## src/shared/pwm_pkg.sv

```systemverilog
// Constants, register map and field layouts of the triple 11-bit PWM generator.
`default_nettype none
package pwm_pkg;

    // ------------------------------------------------------------------
    // Register byte offsets (APB, one aligned 32-bit word each)
    // ------------------------------------------------------------------
    localparam logic [7:0] OFF_CLOCK_SELECT_PRESCALE = 8'h00;
    localparam logic [7:0] OFF_UPPER_BOUND_HIGH      = 8'h04;
    localparam logic [7:0] OFF_UPPER_BOUND_LOW       = 8'h08;
    localparam logic [7:0] OFF_CHAN_BASE             = 8'h0c;  // Duty high of channel zero.
    localparam logic [7:0] OFF_CHAN_STRIDE           = 8'h0c;  // Distance between channel groups.
    localparam logic [7:0] OFF_DUTY_LOW_REL          = 8'h04;  // Duty low, from the group base.
    localparam logic [7:0] OFF_CTRL_REL              = 8'h08;  // Channel control, from the group base.
    localparam logic [7:0] OFF_STATUS                = 8'h30;  // Read-only counter position.

    // ------------------------------------------------------------------
    // Reset values
    // ------------------------------------------------------------------
    localparam logic [7:0]  RST_REG8  = 8'h00;
    localparam logic [31:0] RST_RDATA = 32'h0000_0000;

    // ------------------------------------------------------------------
    // Field positions
    // ------------------------------------------------------------------
    localparam int CLK_EN_BIT  = 7;  // Counter run enable.
    localparam int CLK_PRE_LSB = 4;  // Prescaler code, three bits.
    localparam int CLK_SRC_BIT = 0;  // 1: fast RC clock, 0: system clock.
    localparam int LOW_DB_LSB  = 6;  // Two low bits of a bound.
    localparam int LOW_HALF    = 5;  // Half-step duty bit.
    localparam logic [7:0] CTRL_WR_MASK = 8'hf7;  // Bit 3 is reserved.

    // Combining modes of channel zero with channel one.
    localparam logic [1:0] COMB_NONE = 2'h0;
    localparam logic [1:0] COMB_OR   = 2'h1;
    localparam logic [1:0] COMB_XOR  = 2'h2;

    typedef struct packed {
        logic       en;    // Route the channel to its pin.
        logic       inv;   // Invert the channel output.
        logic [1:0] comb;  // Combining mode, channel zero only.
        logic       rsvd;  // Reads as zero.
        logic [2:0] pin;   // Index into the channel's pin list.
    } chan_ctrl_t;

    // ------------------------------------------------------------------
    // Output pins
    // ------------------------------------------------------------------
    localparam int NUM_PINS = 13;
    localparam logic [3:0] PIN_PA0  = 4'h0;
    localparam logic [3:0] PIN_PB4  = 4'h1;
    localparam logic [3:0] PIN_PB5  = 4'h2;
    localparam logic [3:0] PIN_PC2  = 4'h3;
    localparam logic [3:0] PIN_PB6  = 4'h4;
    localparam logic [3:0] PIN_PA4  = 4'h5;
    localparam logic [3:0] PIN_PB7  = 4'h6;
    localparam logic [3:0] PIN_PC3  = 4'h7;
    localparam logic [3:0] PIN_PA3  = 4'h8;
    localparam logic [3:0] PIN_PB2  = 4'h9;
    localparam logic [3:0] PIN_PB3  = 4'ha;
    localparam logic [3:0] PIN_PA5  = 4'hb;  // Open drain only.
    localparam logic [3:0] PIN_PC0  = 4'hc;
    localparam logic [3:0] PIN_NONE = 4'hf;

endpackage
`default_nettype wire

```

## src/hdl/triple_pwm.sv

```systemverilog
// Triple 11-bit PWM generator with shared time base, APB registers and pin routing.
//
// The address map and the APB slave port were left to the implementer.
`default_nettype none

// What this block does
// - One shared up-counter and clock selector time all three channels together.
// - Software picks the fast RC clock or the system clock for the counter.
// - Frequency is source clock over prescaler (1..128) over counter bound plus one.
// - Counter bound is upper-bound high bits then upper-bound low bits 7:6.
// - Duty bound is duty high then duty low 7:6; duty low bit 5 adds a half step when the prescaler divides by more than one.
// - High time is (duty bound + half step/2 + 1/2) over (counter bound + 1); with a divide of one it is (duty bound + 1) over (counter bound + 1).
// - Each period is high for the duty part and low for the rest.
// - Each channel drives the pin chosen from its own candidate list.
// - Channel zero gets the shared pin only when channel one has not chosen it.
// - Channel two gets the shared pin only when channel zero has not chosen it.
// - Channel two drives its open-drain candidate pin only as open drain.
// - Channel zero can OR or XOR its waveform with channel one's.
// - Complementary pair is channel two plus inverted channel zero XOR one.
// - With the gating option on, the comparator result gates the waveforms.
// - Each channel control has an inverse bit that inverts its output.
module triple_pwm
(
    input  wire logic                        pclk,                      // APB clock, 125 MHz.
    input  wire logic                        presetn,                   // Asynchronous reset, low.
    input  wire logic                        psel,                      // APB select.
    input  wire logic                        penable,                   // APB access phase.
    input  wire logic                        pwrite,                    // APB write.
    input  wire logic [7:0]                  paddr,                     // APB byte address.
    input  wire logic [31:0]                 pwdata,                    // APB write data.
    output logic                             pready,                    // APB ready, always high.
    output logic [31:0]                      prdata,                    // APB read data.
    output logic                             pslverr,                   // Unmapped address.
    input  wire logic                        internal_fast_rc_clock,    // Fast RC tick, one pclk wide.
    input  wire logic                        comparator_gating_option,  // Build option level.
    input  wire logic                        comparator_result,         // Comparator output.
    output logic [pwm_pkg::NUM_PINS-1:0]     pin_out,                   // Pin output levels.
    output logic [pwm_pkg::NUM_PINS-1:0]     pin_oe                     // Pin output enables.
);

    // ------------------------------------------------------------------
    // Pin lists
    // ------------------------------------------------------------------

    // Maps a channel and its pin code to a pin index; used for all three channels.
    function automatic logic [3:0] chan_pin(input logic [1:0] ch, input logic [2:0] sel);
        logic [3:0] p;
        p = pwm_pkg::PIN_NONE;
        if (ch == 2'h0)
        begin
            case (sel)
                3'h0: p = pwm_pkg::PIN_PA0;
                3'h1: p = pwm_pkg::PIN_PB4;
                3'h2: p = pwm_pkg::PIN_PB5;
                3'h3: p = pwm_pkg::PIN_PC2;
                3'h4: p = pwm_pkg::PIN_PB6;
                default: p = pwm_pkg::PIN_NONE;
            endcase
        end
        else if (ch == 2'h1)
        begin
            case (sel)
                3'h0: p = pwm_pkg::PIN_PA4;
                3'h1: p = pwm_pkg::PIN_PB6;
                3'h2: p = pwm_pkg::PIN_PB7;
                3'h3: p = pwm_pkg::PIN_PC3;
                default: p = pwm_pkg::PIN_NONE;
            endcase
        end
        else
        begin
            case (sel)
                3'h0: p = pwm_pkg::PIN_PA3;
                3'h1: p = pwm_pkg::PIN_PB2;
                3'h2: p = pwm_pkg::PIN_PB3;
                3'h3: p = pwm_pkg::PIN_PA5;
                3'h4: p = pwm_pkg::PIN_PC0;
                3'h5: p = pwm_pkg::PIN_PB5;
                default: p = pwm_pkg::PIN_NONE;
            endcase
        end
        return p;
    endfunction

    // ------------------------------------------------------------------
    // Registers and APB decode
    // ------------------------------------------------------------------
    logic [7:0]          clk_cfg_q;
    logic [7:0]          ubh_q;
    logic [7:0]          ubl_q;
    logic [7:0]          dth_q [0:2];
    logic [7:0]          dtl_q [0:2];
    pwm_pkg::chan_ctrl_t ctl_q [0:2];
    logic [31:0]         rdata_d;
    logic                mapped;
    logic                wr_en;
    logic                hit_clk;
    logic                hit_ubh;
    logic                hit_ubl;
    logic                hit_status;
    logic [2:0]          hit_dth;
    logic [2:0]          hit_dtl;
    logic [2:0]          hit_ctl;
    logic [31:0]         status_word;

    // Address decode; the bus never waits, so the access phase is one cycle.
    assign hit_clk    = (paddr == pwm_pkg::OFF_CLOCK_SELECT_PRESCALE);
    assign hit_ubh    = (paddr == pwm_pkg::OFF_UPPER_BOUND_HIGH);
    assign hit_ubl    = (paddr == pwm_pkg::OFF_UPPER_BOUND_LOW);
    assign hit_status = (paddr == pwm_pkg::OFF_STATUS);
    assign mapped     = hit_clk | hit_ubh | hit_ubl | hit_status | (|hit_dth) | (|hit_dtl) | (|hit_ctl);
    assign wr_en      = psel & penable & pwrite & mapped;
    assign pready     = 1'b1;
    assign pslverr    = psel & penable & ~mapped;

    // Per-channel decode and register storage.
    genvar gi;
    generate
        for (gi = 0; gi < 3; gi++)
        begin : g_chan_regs
            localparam logic [7:0] BASE = 8'(pwm_pkg::OFF_CHAN_BASE + 8'(gi) * pwm_pkg::OFF_CHAN_STRIDE);
            assign hit_dth[gi] = (paddr == BASE);
            assign hit_dtl[gi] = (paddr == 8'(BASE + pwm_pkg::OFF_DUTY_LOW_REL));
            assign hit_ctl[gi] = (paddr == 8'(BASE + pwm_pkg::OFF_CTRL_REL));

            // Duty changes take effect at once; glitch-free updates are left to software timing.
            always_ff @(posedge pclk or negedge presetn)
            begin
                if (!presetn)
                begin
                    dth_q[gi] <= pwm_pkg::RST_REG8;
                    dtl_q[gi] <= pwm_pkg::RST_REG8;
                    ctl_q[gi] <= pwm_pkg::RST_REG8;
                end
                else
                begin
                    if (wr_en && hit_dth[gi])
                        dth_q[gi] <= pwdata[7:0];
                    if (wr_en && hit_dtl[gi])
                        dtl_q[gi] <= pwdata[7:0];
                    if (wr_en && hit_ctl[gi])
                        ctl_q[gi] <= pwdata[7:0] & pwm_pkg::CTRL_WR_MASK;
                end
            end
        end
    endgenerate

    // Shared registers.
    always_ff @(posedge pclk or negedge presetn)
    begin
        if (!presetn)
        begin
            clk_cfg_q <= pwm_pkg::RST_REG8;
            ubh_q     <= pwm_pkg::RST_REG8;
            ubl_q     <= pwm_pkg::RST_REG8;
        end
        else
        begin
            if (wr_en && hit_clk)
                clk_cfg_q <= pwdata[7:0];
            if (wr_en && hit_ubh)
                ubh_q <= pwdata[7:0];
            if (wr_en && hit_ubl)
                ubl_q <= pwdata[7:0];
        end
    end

    // Read multiplexer; unmapped addresses read zero and flag an error.
    always_comb
    begin
        rdata_d = pwm_pkg::RST_RDATA;
        if (hit_clk)
            rdata_d = {24'h0, clk_cfg_q};
        else if (hit_ubh)
            rdata_d = {24'h0, ubh_q};
        else if (hit_ubl)
            rdata_d = {24'h0, ubl_q};
        else if (hit_status)
            rdata_d = status_word;
        else
        begin
            for (int i = 0; i < 3; i++)
            begin
                if (hit_dth[i])
                    rdata_d = {24'h0, dth_q[i]};
                if (hit_dtl[i])
                    rdata_d = {24'h0, dtl_q[i]};
                if (hit_ctl[i])
                    rdata_d = {24'h0, ctl_q[i]};
            end
        end
    end

    // Read data is captured in the setup cycle so it comes from a flip-flop.
    always_ff @(posedge pclk or negedge presetn)
    begin
        if (!presetn)
            prdata <= pwm_pkg::RST_RDATA;
        else if (psel && !penable && !pwrite)
            prdata <= rdata_d;
    end

    // ------------------------------------------------------------------
    // Shared time base
    // ------------------------------------------------------------------
    logic       run;
    logic       src_tick;
    logic [2:0] pre_code;
    logic [7:0] pdiv;
    logic [6:0] pre_q;
    logic       pre_last;
    logic       tick;
    logic       phase;
    logic [9:0] cnt_q;
    logic [9:0] cbound;
    logic [10:0] pos;

    assign run      = clk_cfg_q[pwm_pkg::CLK_EN_BIT];
    assign src_tick = clk_cfg_q[pwm_pkg::CLK_SRC_BIT] ? internal_fast_rc_clock : 1'b1;
    assign pre_code = clk_cfg_q[pwm_pkg::CLK_PRE_LSB +: 3];
    assign pdiv     = 8'h01 << pre_code;
    assign pre_last = ({1'b0, pre_q} == 8'(pdiv - 8'h01));
    assign tick     = run & src_tick & pre_last;
    assign cbound   = {ubh_q, ubl_q[pwm_pkg::LOW_DB_LSB +: 2]};
    // The second half of each prescaled step gives the half-step resolution.
    // With a divide of one there is no half step, so the half-step bit has no effect.
    assign phase    = (pre_code != 3'h0) && ({1'b0, pre_q} >= (pdiv >> 1));
    assign pos      = {cnt_q, phase};
    assign status_word = {20'h0, run, cnt_q, phase};

    // Prescaler and common up-counter; stopped and cleared while disabled.
    always_ff @(posedge pclk or negedge presetn)
    begin
        if (!presetn)
        begin
            pre_q <= 7'h00;
            cnt_q <= 10'h000;
        end
        else if (!run)
        begin
            pre_q <= 7'h00;
            cnt_q <= 10'h000;
        end
        else if (src_tick)
        begin
            pre_q <= pre_last ? 7'h00 : 7'(pre_q + 7'h01);
            if (pre_last)
                cnt_q <= (cnt_q >= cbound) ? 10'h000 : 10'(cnt_q + 10'h001);
        end
    end

    // ------------------------------------------------------------------
    // Channel waveforms
    // ------------------------------------------------------------------
    logic [2:0] wave;
    logic [2:0] gated;
    logic [2:0] chan_lvl;
    logic       comb0;
    logic       gate_ok;

    // Each channel compares the shared position against its own duty bound.
    generate
        for (gi = 0; gi < 3; gi++)
        begin : g_wave
            logic [10:0] duty;
            assign duty     = {dth_q[gi], dtl_q[gi][pwm_pkg::LOW_DB_LSB +: 2], dtl_q[gi][pwm_pkg::LOW_HALF]};
            assign wave[gi] = run & (pos <= duty);
        end
    endgenerate

    // Channel zero combining logic for complementary outputs with dead zones.
    assign comb0 = (ctl_q[0].comb == pwm_pkg::COMB_OR)  ? (wave[0] | wave[1]) :
                   (ctl_q[0].comb == pwm_pkg::COMB_XOR) ? (wave[0] ^ wave[1]) :
                   wave[0];
    assign gate_ok  = ~comparator_gating_option | comparator_result;
    assign gated    = {wave[2], wave[1], comb0} & {3{gate_ok}};
    assign chan_lvl = gated ^ {ctl_q[2].inv, ctl_q[1].inv, ctl_q[0].inv};

    // ------------------------------------------------------------------
    // Pin routing
    // ------------------------------------------------------------------
    logic [3:0] pin0;
    logic [3:0] pin1;
    logic [3:0] pin2;
    logic       own0;
    logic       own1;
    logic       own2;
    logic [pwm_pkg::NUM_PINS-1:0] out_d;
    logic [pwm_pkg::NUM_PINS-1:0] oe_d;

    assign pin0 = chan_pin(2'h0, ctl_q[0].pin);
    assign pin1 = chan_pin(2'h1, ctl_q[1].pin);
    assign pin2 = chan_pin(2'h2, ctl_q[2].pin);
    assign own1 = ctl_q[1].en;
    assign own0 = ctl_q[0].en & ~(own1 & (pin1 == pin0));
    assign own2 = ctl_q[2].en & ~(ctl_q[0].en & (pin0 == pin2));

    // Every pin picks its driving channel; the open-drain pin only pulls low.
    generate
        for (gi = 0; gi < pwm_pkg::NUM_PINS; gi++)
        begin : g_pin
            logic h0;
            logic h1;
            logic h2;
            logic lvl;
            assign h0  = own0 & (pin0 == 4'(gi));
            assign h1  = own1 & (pin1 == 4'(gi));
            assign h2  = own2 & (pin2 == 4'(gi));
            assign lvl = h1 ? chan_lvl[1] : (h0 ? chan_lvl[0] : chan_lvl[2]);
            if (4'(gi) == pwm_pkg::PIN_PA5)
            begin : g_od
                assign out_d[gi] = 1'b0;
                assign oe_d[gi]  = h2 & ~lvl;
            end
            else
            begin : g_pp
                assign out_d[gi] = (h0 | h1 | h2) & lvl;
                assign oe_d[gi]  = h0 | h1 | h2;
            end
        end
    endgenerate

    // Registered pins keep routing changes from glitching the outputs.
    always_ff @(posedge pclk or negedge presetn)
    begin
        if (!presetn)
        begin
            pin_out <= '0;
            pin_oe  <= '0;
        end
        else
        begin
            pin_out <= out_d;
            pin_oe  <= oe_d;
        end
    end

    // ------------------------------------------------------------------
    // Assertions
    // ------------------------------------------------------------------
    chk_counter_wrap: assert property (@(posedge pclk) disable iff (!presetn)
        (tick && cnt_q >= cbound && !wr_en) |=> (cnt_q == 10'h000))
        else $error("counter did not restart at the bound");

    chk_counter_step: assert property (@(posedge pclk) disable iff (!presetn)
        (tick && cnt_q < cbound && !wr_en) |=> (cnt_q == 10'($past(cnt_q) + 10'h001)))
        else $error("counter did not advance by one");

    chk_prescale_two: assert property (@(posedge pclk) disable iff (!presetn)
        (tick && !clk_cfg_q[pwm_pkg::CLK_SRC_BIT] && pre_code == 3'h1 && !wr_en) ##1 !wr_en
        |-> !tick ##1 tick)
        else $error("divide by two prescaler spacing wrong");

    chk_restart_high: assert property (@(posedge pclk) disable iff (!presetn)
        (tick && cnt_q >= cbound && !wr_en) |=> (wave == 3'h7))
        else $error("outputs not high at period restart");

    chk_past_duty_low: assert property (@(posedge pclk) disable iff (!presetn)
        (cnt_q > {dth_q[1], dtl_q[1][pwm_pkg::LOW_DB_LSB +: 2]}) |-> !wave[1])
        else $error("channel one high past its duty");

    chk_od_pin: assert property (@(posedge pclk) disable iff (!presetn)
        !pin_out[pwm_pkg::PIN_PA5])
        else $error("open drain pin driven high");

    chk_shared_pb6: assert property (@(posedge pclk) disable iff (!presetn)
        (ctl_q[1].en && pin1 == pwm_pkg::PIN_PB6) |=> (pin_out[pwm_pkg::PIN_PB6] == $past(chan_lvl[1])))
        else $error("shared pin not given to channel one");

    chk_shared_pb5: assert property (@(posedge pclk) disable iff (!presetn)
        (ctl_q[0].en && pin0 == pwm_pkg::PIN_PB5) |=> (pin_out[pwm_pkg::PIN_PB5] == $past(chan_lvl[0])))
        else $error("shared pin not given to channel zero");

    chk_xor_pair: assert property (@(posedge pclk) disable iff (!presetn)
        (ctl_q[0].comb == pwm_pkg::COMB_XOR && gate_ok) |-> (chan_lvl[0] == (wave[0] ^ wave[1] ^ ctl_q[0].inv)))
        else $error("xor combination wrong");

    chk_gate_low: assert property (@(posedge pclk) disable iff (!presetn)
        (comparator_gating_option && !comparator_result) |-> (chan_lvl == {ctl_q[2].inv, ctl_q[1].inv, ctl_q[0].inv}))
        else $error("comparator gating not applied");

    chk_clock_write: assert property (@(posedge pclk) disable iff (!presetn)
        (wr_en && hit_clk) |=> (clk_cfg_q == $past(pwdata[7:0])))
        else $error("clock register write lost");

endmodule
`default_nettype wire

```

## config.mk

```make
export PLATFORM = sky130hd
export DESIGN_NAME = triple_pwm
export DESIGN_NICKNAME = d
export VERILOG_FILES = /design/src/shared/pwm_pkg.sv /design/src/hdl/triple_pwm.sv
export SDC_FILE = /design/constraint.sdc
export NUM_CORES = 1
export LEC_CHECK = 0
export BUFFER_PORTS_ARGS = -buffer_cell sky130_fd_sc_hd__buf_2
export CAP_MARGIN = 20
export CORE_MARGIN = 2
export CORE_UTILIZATION = 50
export DETAILED_ROUTE_END_ITERATION = 16
export GPL_ROUTABILITY_DRIVEN = 0
export PLACE_DENSITY = 0.7
export SKIP_LAST_GASP = 1
export SLEW_MARGIN = 0
export SYNTH_ARGS = -nofsm -noshare
export SYNTH_HDL_FRONTEND = slang
export SYNTH_SLANG_ARGS = --single-unit
```

## constraint.sdc

```tcl
create_clock -name pclk -period 4.6 [get_ports pclk]
set_input_delay 0.23 -clock pclk [delete_from_list [all_inputs] [get_ports pclk]]
set_output_delay 0.23 -clock pclk [all_outputs]
set_load 0.05 [all_outputs]
```

# Yosys cells after proc, flatten, opt, wreduce, memory -nomap -nowiden

Index checks and enable logic that the tools add are counted.

Add/subtract/negate cells: 3
Multiply operators: 0
Divide/modulo/power cells: 0
$lt $le $gt $ge: 5
Eq/ne operators: 67
Shift operators: 1
Mux-type cells: 52
Bitwise logic cells: 103
Reduce and logical (&&, ||, !) cells: 29

Operator list:

| cell                  | count |
|---|---|
| $mux 32               | 12 |
| $and 1x1->1           | 63 |
| $eq 4x4->1 const B    | 15 |
| $eq 4x3->1 const B    | 12 |
| $eq 8x6->1 const B    | 5 |
| $mux 10               | 4 |
| $le 11x11->1          | 3 |
| $eq 8x5->1 const B    | 4 |
| $or 1x1->1            | 32 |
| $mux 1                | 29 |
| $eq 4x2->1 const B    | 6 |
| $pmux 4 s6            | 1 |
| $mux 7                | 3 |
| $pmux 4 s5            | 1 |
| $eq 3x2->1 const B    | 6 |
| $eq 8x4->1 const B    | 2 |
| $pmux 4 s4            | 1 |
| $logic_and 1x1->1     | 15 |
| $eq 4x1->1 const B    | 3 |
| $logic_not 4->1       | 3 |
| $add 10x1->10 const B | 1 |
| $ge 10x10->1          | 1 |
| $eq 3x1->1 const B    | 3 |
| $eq 3x3->1 const B    | 3 |
| other kinds (21)      | 32 |

Register bits: 167
Bits in latches: 0
Bits in writable memories: 0
Bits in read-only memories: 0
Bits of input ports: 48
Output and inout port bits: 60
Logic and storage cells: 286
Memories: 0

# Longest topological paths before layout

Word-level depth: 14
Gate-level depth with buffers: 22

# Least setup slack after synthesis

OpenSTA, ideal clock, no wires.

Path kind: reg-to-reg
Start point: register clk_cfg_q[6]
End point: register pin_out[4] (netlist name)
Library setup time: 0.142 ns
Arrival: 4.128 ns
Data required time: 4.458 ns
Path slack: 0.330 ns
Cell stages (with the launch flop): 21
Period minus slack after synthesis: 4.270 ns
Cells stage by stage: dfrtp_1 -> buf_2 -> nor2_1 -> and2_1 -> ha_1 -> nand2b_1 -> a211oi_1 -> o21ai_0 -> a21o_1 -> nand2_1 -> ha_1 -> nor2b_1 -> o31ai_1 -> a21oi_1 -> o311a_1 -> nand2b_1 -> ha_1 -> o311a_1 -> mux2_2 -> nor4_2 -> o211ai_1

Cells in the longest elaborated chain, start to end: 13

RTL lines:

| what                   | line              | RTL |
|---|---|---|
| start, declared        | triple_pwm.sv:88  | `logic [7:0] clk_cfg_q;` |
| start signal, assigned | triple_pwm.sv:153 | `clk_cfg_q <= pwm_pkg::RST_REG8;` |
| start signal, assigned | triple_pwm.sv:160 | `clk_cfg_q <= pwdata[7:0];` |
| $shl 1x3->8            | triple_pwm.sv:221 | `assign pdiv = 8'h01 << pre_code;` |
| $ge 7x7->1             | triple_pwm.sv:227 | `assign phase = (pre_code != 3'h0) && ({1'b0, pre_q} >= (pdiv >> 1));` |
| $logic_and 1x1->1 (*)  | triple_pwm.sv:227 |  |
| $le 11x11->1           | triple_pwm.sv:267 | `assign wave[gi] = run & (pos <= duty);` |
| $and 1x1->1            | triple_pwm.sv:267 |  |
| $xor 1x1->1            | triple_pwm.sv:273 | `(ctl_q[0].comb == pwm_pkg::COMB_XOR) ? (wave[0] ^ wave[1]) :` |
| $mux 1                 | triple_pwm.sv:273 |  |
| $mux 1                 | triple_pwm.sv:272 | `assign comb0 = (ctl_q[0].comb == pwm_pkg::COMB_OR) ? (wave[0] \| wave[1]) :` |
| $and 3x3->3 (*)        | triple_pwm.sv:276 | `assign gated = {wave[2], wave[1], comb0} & {3{gate_ok}};` |
| $xor 3x3->3 (*)        | triple_pwm.sv:277 | `assign chan_lvl = gated ^ {ctl_q[2].inv, ctl_q[1].inv, ctl_q[0].inv};` |
| $mux 1                 | triple_pwm.sv:309 | `assign lvl = h1 ? chan_lvl[1] : (h0 ? chan_lvl[0] : chan_lvl[2]);` |
| $mux 1 (*)             | triple_pwm.sv:309 |  |
| $and 1x1->1 (*)        | triple_pwm.sv:317 | `assign out_d[gi] = (h0 \| h1 \| h2) & lvl;` |
| net out_d, one bit     | triple_pwm.sv:288 | `logic [pwm_pkg::NUM_PINS-1:0] out_d;` |
| end signal, assigned   | triple_pwm.sv:333 | `pin_out <= out_d;` |
| end, declared          | triple_pwm.sv:37  | `output logic [pwm_pkg::NUM_PINS-1:0] pin_out,` |

The timed path passes the listed nets; every way through them passes the cells marked *.
A chain may end at the register's enable or synchronous reset.

# Worst setup path after layout

Start point: register clk_cfg_q[5]
End point: register pin_out[4] (netlist name)

Same word-level chain as after synthesis.

==> qor.yml <==
yosys:
  synth_edf_count: 0
  synth_top_area_cell: "dfrtp_1"
  ys_types: 85
  syn_inst: 944
  ys.flop_type: "dfrtp_1"
  seq_area_frac_synth_pct: 40.64
  syn_area_um2: 9052
  ys_ff_latch: 147
  postSynthAreaPerCell_um2: 9.589
  synthArstFlopShare_pct: 100.0
  ys_warn_count: 0
  synth_top_area_share_pct: 40.64
  synth.area.top_cells: "dfrtp_1 41%, ha_1 7.5%, mux2_2 6.8%"
timing:
  relSlewSlack_pct: 42.60
  finalCriticalPeriod_ps: 4382
  fin_hold_ws_ps: 137.5
  fin_crit_sh_pct: 95.27
  finalSetupViolCount: 0
  max_freq_mhz: 228.2
  skew_ps: 11.19
  worst_pin_slew_ps: 839.2
  drv_slew: 0
  finalHoldViolations: 0
route:
  drt_iter0_drc: 1089
  drc_errors: 0
  ant_nets: 0
  wl_per_cell_um: 20.81
  vias: 7648
  wirelength_mm: 25.77
  vias_per_cell: 6.178
  drtPass1Iterations: 5
setup_path:
  worst-r2r-setup-slack_ps: 220
  startpoint_type: "flop"
  cp.required_ps: 4890
  worstPathArrival_ps: 4680
  worstPathCellList: "nand2_1 > or2_2 > ha_1 > o2111ai_1 > o21ai_2 > a21o_1 > nand2_2 > buf_4 > ha_1 > and4_1 > nand4_1 > a21boi_0 > ha_4 > o311a_1 > and4b_1 > nor4_2 > buf_4 > o211ai_1"
  worst-setup-path-type: "reg2reg"
  end_kind: "flop"
  rr_worst_depth: 18
  crit_path_top_delay_cell: "dfrtp_2"
  cp_max_fo: 6
  r2r-start: "clk_cfg_q[5]"
  path_delay_family: "simple AND/OR/NAND/NOR gates"
  worst_r2r_endpoint: "pin_out[4]"
  crit_buf_inv: 2
  critPathMaxStageDelay_ps: 440
cts:
  cts.sinks: 147
  cts_made_buffers: 17
  cts_root_buffer: "clkbuf_16"
  cts_tree: "yes"
  ctsHtreeMaxLevel: 4
  clkTransAtPathRegs_ps: 60
  cts_buffer_depth: 2
  clk_latency_ps: 430
place:
  dpl-instance-area_um2: 9439
  io_buffers: 61
  dpl.hpwl_mm: 17.75
global_route:
  grt_use_met1_pct: 38.70
  grt_overflow: 0
  grt_antenna_before_repair: 0
  grt_usage_pct: 26.88
  grt_max_degree: 72
  met2_usage_pct: 39.32
  busiest_layer: "met2"
  first_global_vias: 6880
  grt_first_pass_wirelength_mm: 40.03
  grtUsageMet3_pct: 6.561
final_layout:
  seqCellArea_um2: 3681
  stdcell_area_um2: 10170
  layout-drive-gt1-share_pct: 21.51
  finalNetCount: 1100
  area_delta_synth_final_pct: 12.40
  fillers: 1559
  multi_input_area_um2: 4878
  antenna_cells: 0
worst_hold_path:
  holdPathStages: 3
  whs_endpoint: "dth_q[19]"
  worstHoldStart: "pwdata[3]"
  hold_class: "in2reg"
floorplan:
  start_util_pct: 50.74
  rows: 49
  coreArea_um2: 17840
  fp.dieH_um: 138.6
  die_x_um: 138.6
  die_area_um2: 19200
  ios: 108
run:
  maxCapViolations: 0
run_status:
  status: "complete, no violations"
power:
  ir_drop_uv: 261.9
  leakagePower_nw: 4.939
  powerDensity_nw_per_um2: 345.0
[power breakdown]
part	total (mW)	switching, mW	internal, mW
Clock	1.48	0.550	0.930
Sequential	1.44	0.102	1.34
Combinational	0.593	0.367	0.227
[how the worst max path moves through the flow]
stage                  from         end  slack (ps)  cells past startpoint
2_1_floorplan  clk_cfg_q[6]  pin_out[4]         330                     20
3_3_place_gp   clk_cfg_q[6]  pin_out[4]         150                     20
3_5_place_dp   clk_cfg_q[6]  pin_out[4]         -30                     20
4_1_cts        clk_cfg_q[6]  pin_out[4]          30                     20
5_1_grt        clk_cfg_q[6]  pin_out[4]          -7                     20
6_report       clk_cfg_q[5]  pin_out[4]         220                     18
[synth_stat cells, types with 3 or more instances]
cell type and n:
dfrtp_1 147, nand2_1 100, o21ai_0 72, inv_1 60
mux2_2 55, ha_1 54, nor2_1 48, a21oi_1 35
o22ai_1 28, nand3_1 26, buf_4 25, clkbuf_1 20
buf_2 19, nand2b_1 18, nor2b_1 15, nor3_1 14
a211oi_1 12, nand4_1 11, and3_1 10, mux2i_1 9
a22oi_1 8, a31oi_1 7, nand3b_1 7, xor2_1 7
nor3b_1 6, o211ai_1 6, or2_2 6, a21boi_0 5
buf_6 5, nor2_4 5, nor3_4 5, o31ai_1 5
or3_1 5, a2111oi_0 4, and2_1 4, o21a_1 4
o32ai_1 4, o41ai_1 4, a21o_1 3, a2bb2oi_1 3
mux2_1 3, nand2_2 3, nor4_1 3, xnor2_1 3
[per-stage QoR]
stage	TNS, ps	cells	utilization (%)	power (mW)	setup slack [ps]
3_5_place_dp	-32.60	1202	52.91	1.985	-32.60
3_3_place_gp	0	1202	52.91	1.977	153.0
5_1_grt	-7.491	1238	57.03	3.644	-7.491
4_1_cts	0	1233	56.50	3.463	28.00
2_1_floorplan	0	964	-	1.803	330.0
6_report	0	1238	57.03	3.510	217.6
[worst min-delay path, stage by stage]
cell	delay [ps]
buf_2	160
nand2_1	60
o21ai_0	60
[registers in the layout (all words and copies together) (netlist names)]
name,flops
clk_cfg_q,8
cnt_q,10
ctl_q,20
dth_q,24
dtl_q,24
own1,1
pin_oe,13
pin_out,12
prdata,12
pre_q,7
ubh_q,8
ubl_q,8
[cells by family after synthesis]
logic type / Yosys count / synth area share (%)
AOI/OAI and AO/OA: 227 / 16.53
xor gates and xnor gates: 11 / 1.147
adders and majority gates: 54 / 7.464
buffers and inverters: 130 / 7.104
DFF: 147 / 40.64
muxes: 67 / 8.210
other: 2 / 0.08296
and+or+nand+nor: 306 / 18.83
[placed cells by master, fill, tap and decap left out, types with 4 or more instances in the layout]
cell type	Yosys	final
dfrtp_1	147	145
nand2_1	100	99
o21ai_0	72	71
inv_1	60	60
buf_2	19	60
mux2_2	55	55
ha_1	54	52
nor2_1	48	47
a21oi_1	35	34
o22ai_1	28	28
nand3_1	26	26
conb_1	2	22
buf_4	25	21
nand2b_1	18	18
clkbuf_16	0	17
nor2b_1	15	14
nor3_1	14	14
nand4_1	11	11
a211oi_1	12	11
and3_1	10	10
mux2i_1	9	9
a22oi_1	8	8
nand3b_1	7	7
xor2_1	7	7
a31oi_1	7	7
or2_2	6	6
nor2_4	5	6
nor3b_1	6	6
o211ai_1	6	6
or3_1	5	5
a21boi_0	5	5
o31ai_1	5	5
nor3_4	5	5
nand2_2	3	4
a2111oi_0	4	4
o21a_1	4	4
o32ai_1	4	4
bufinv_16	0	4
[area by class of cell]
cell class	count	share of cell area, %
clock buffer	21	4.525
inverter	61	2.250
sequential	147	36.18
timing repair buffer	84	4.759
clock inverter	9	1.525
multi-input combinational	687	47.95
tap	229	2.816
[layer usage]
layer	vias up	share of wire [%]
li1	3443	-
met1	3709	43
met2	421	45
met3	75	9.3
met4	0	3.5
met5	-	0
[repair_timing]
item	in CTS	in global routing
setup buffers	0	4
hold buffers	1	0
endpoints found under the setup margin	2	5
hold endpoints to repair	69	0
pin swaps	0	8
gates resized for setup	4	12
cloned	0	0
(Power assumes the default switching activity.)
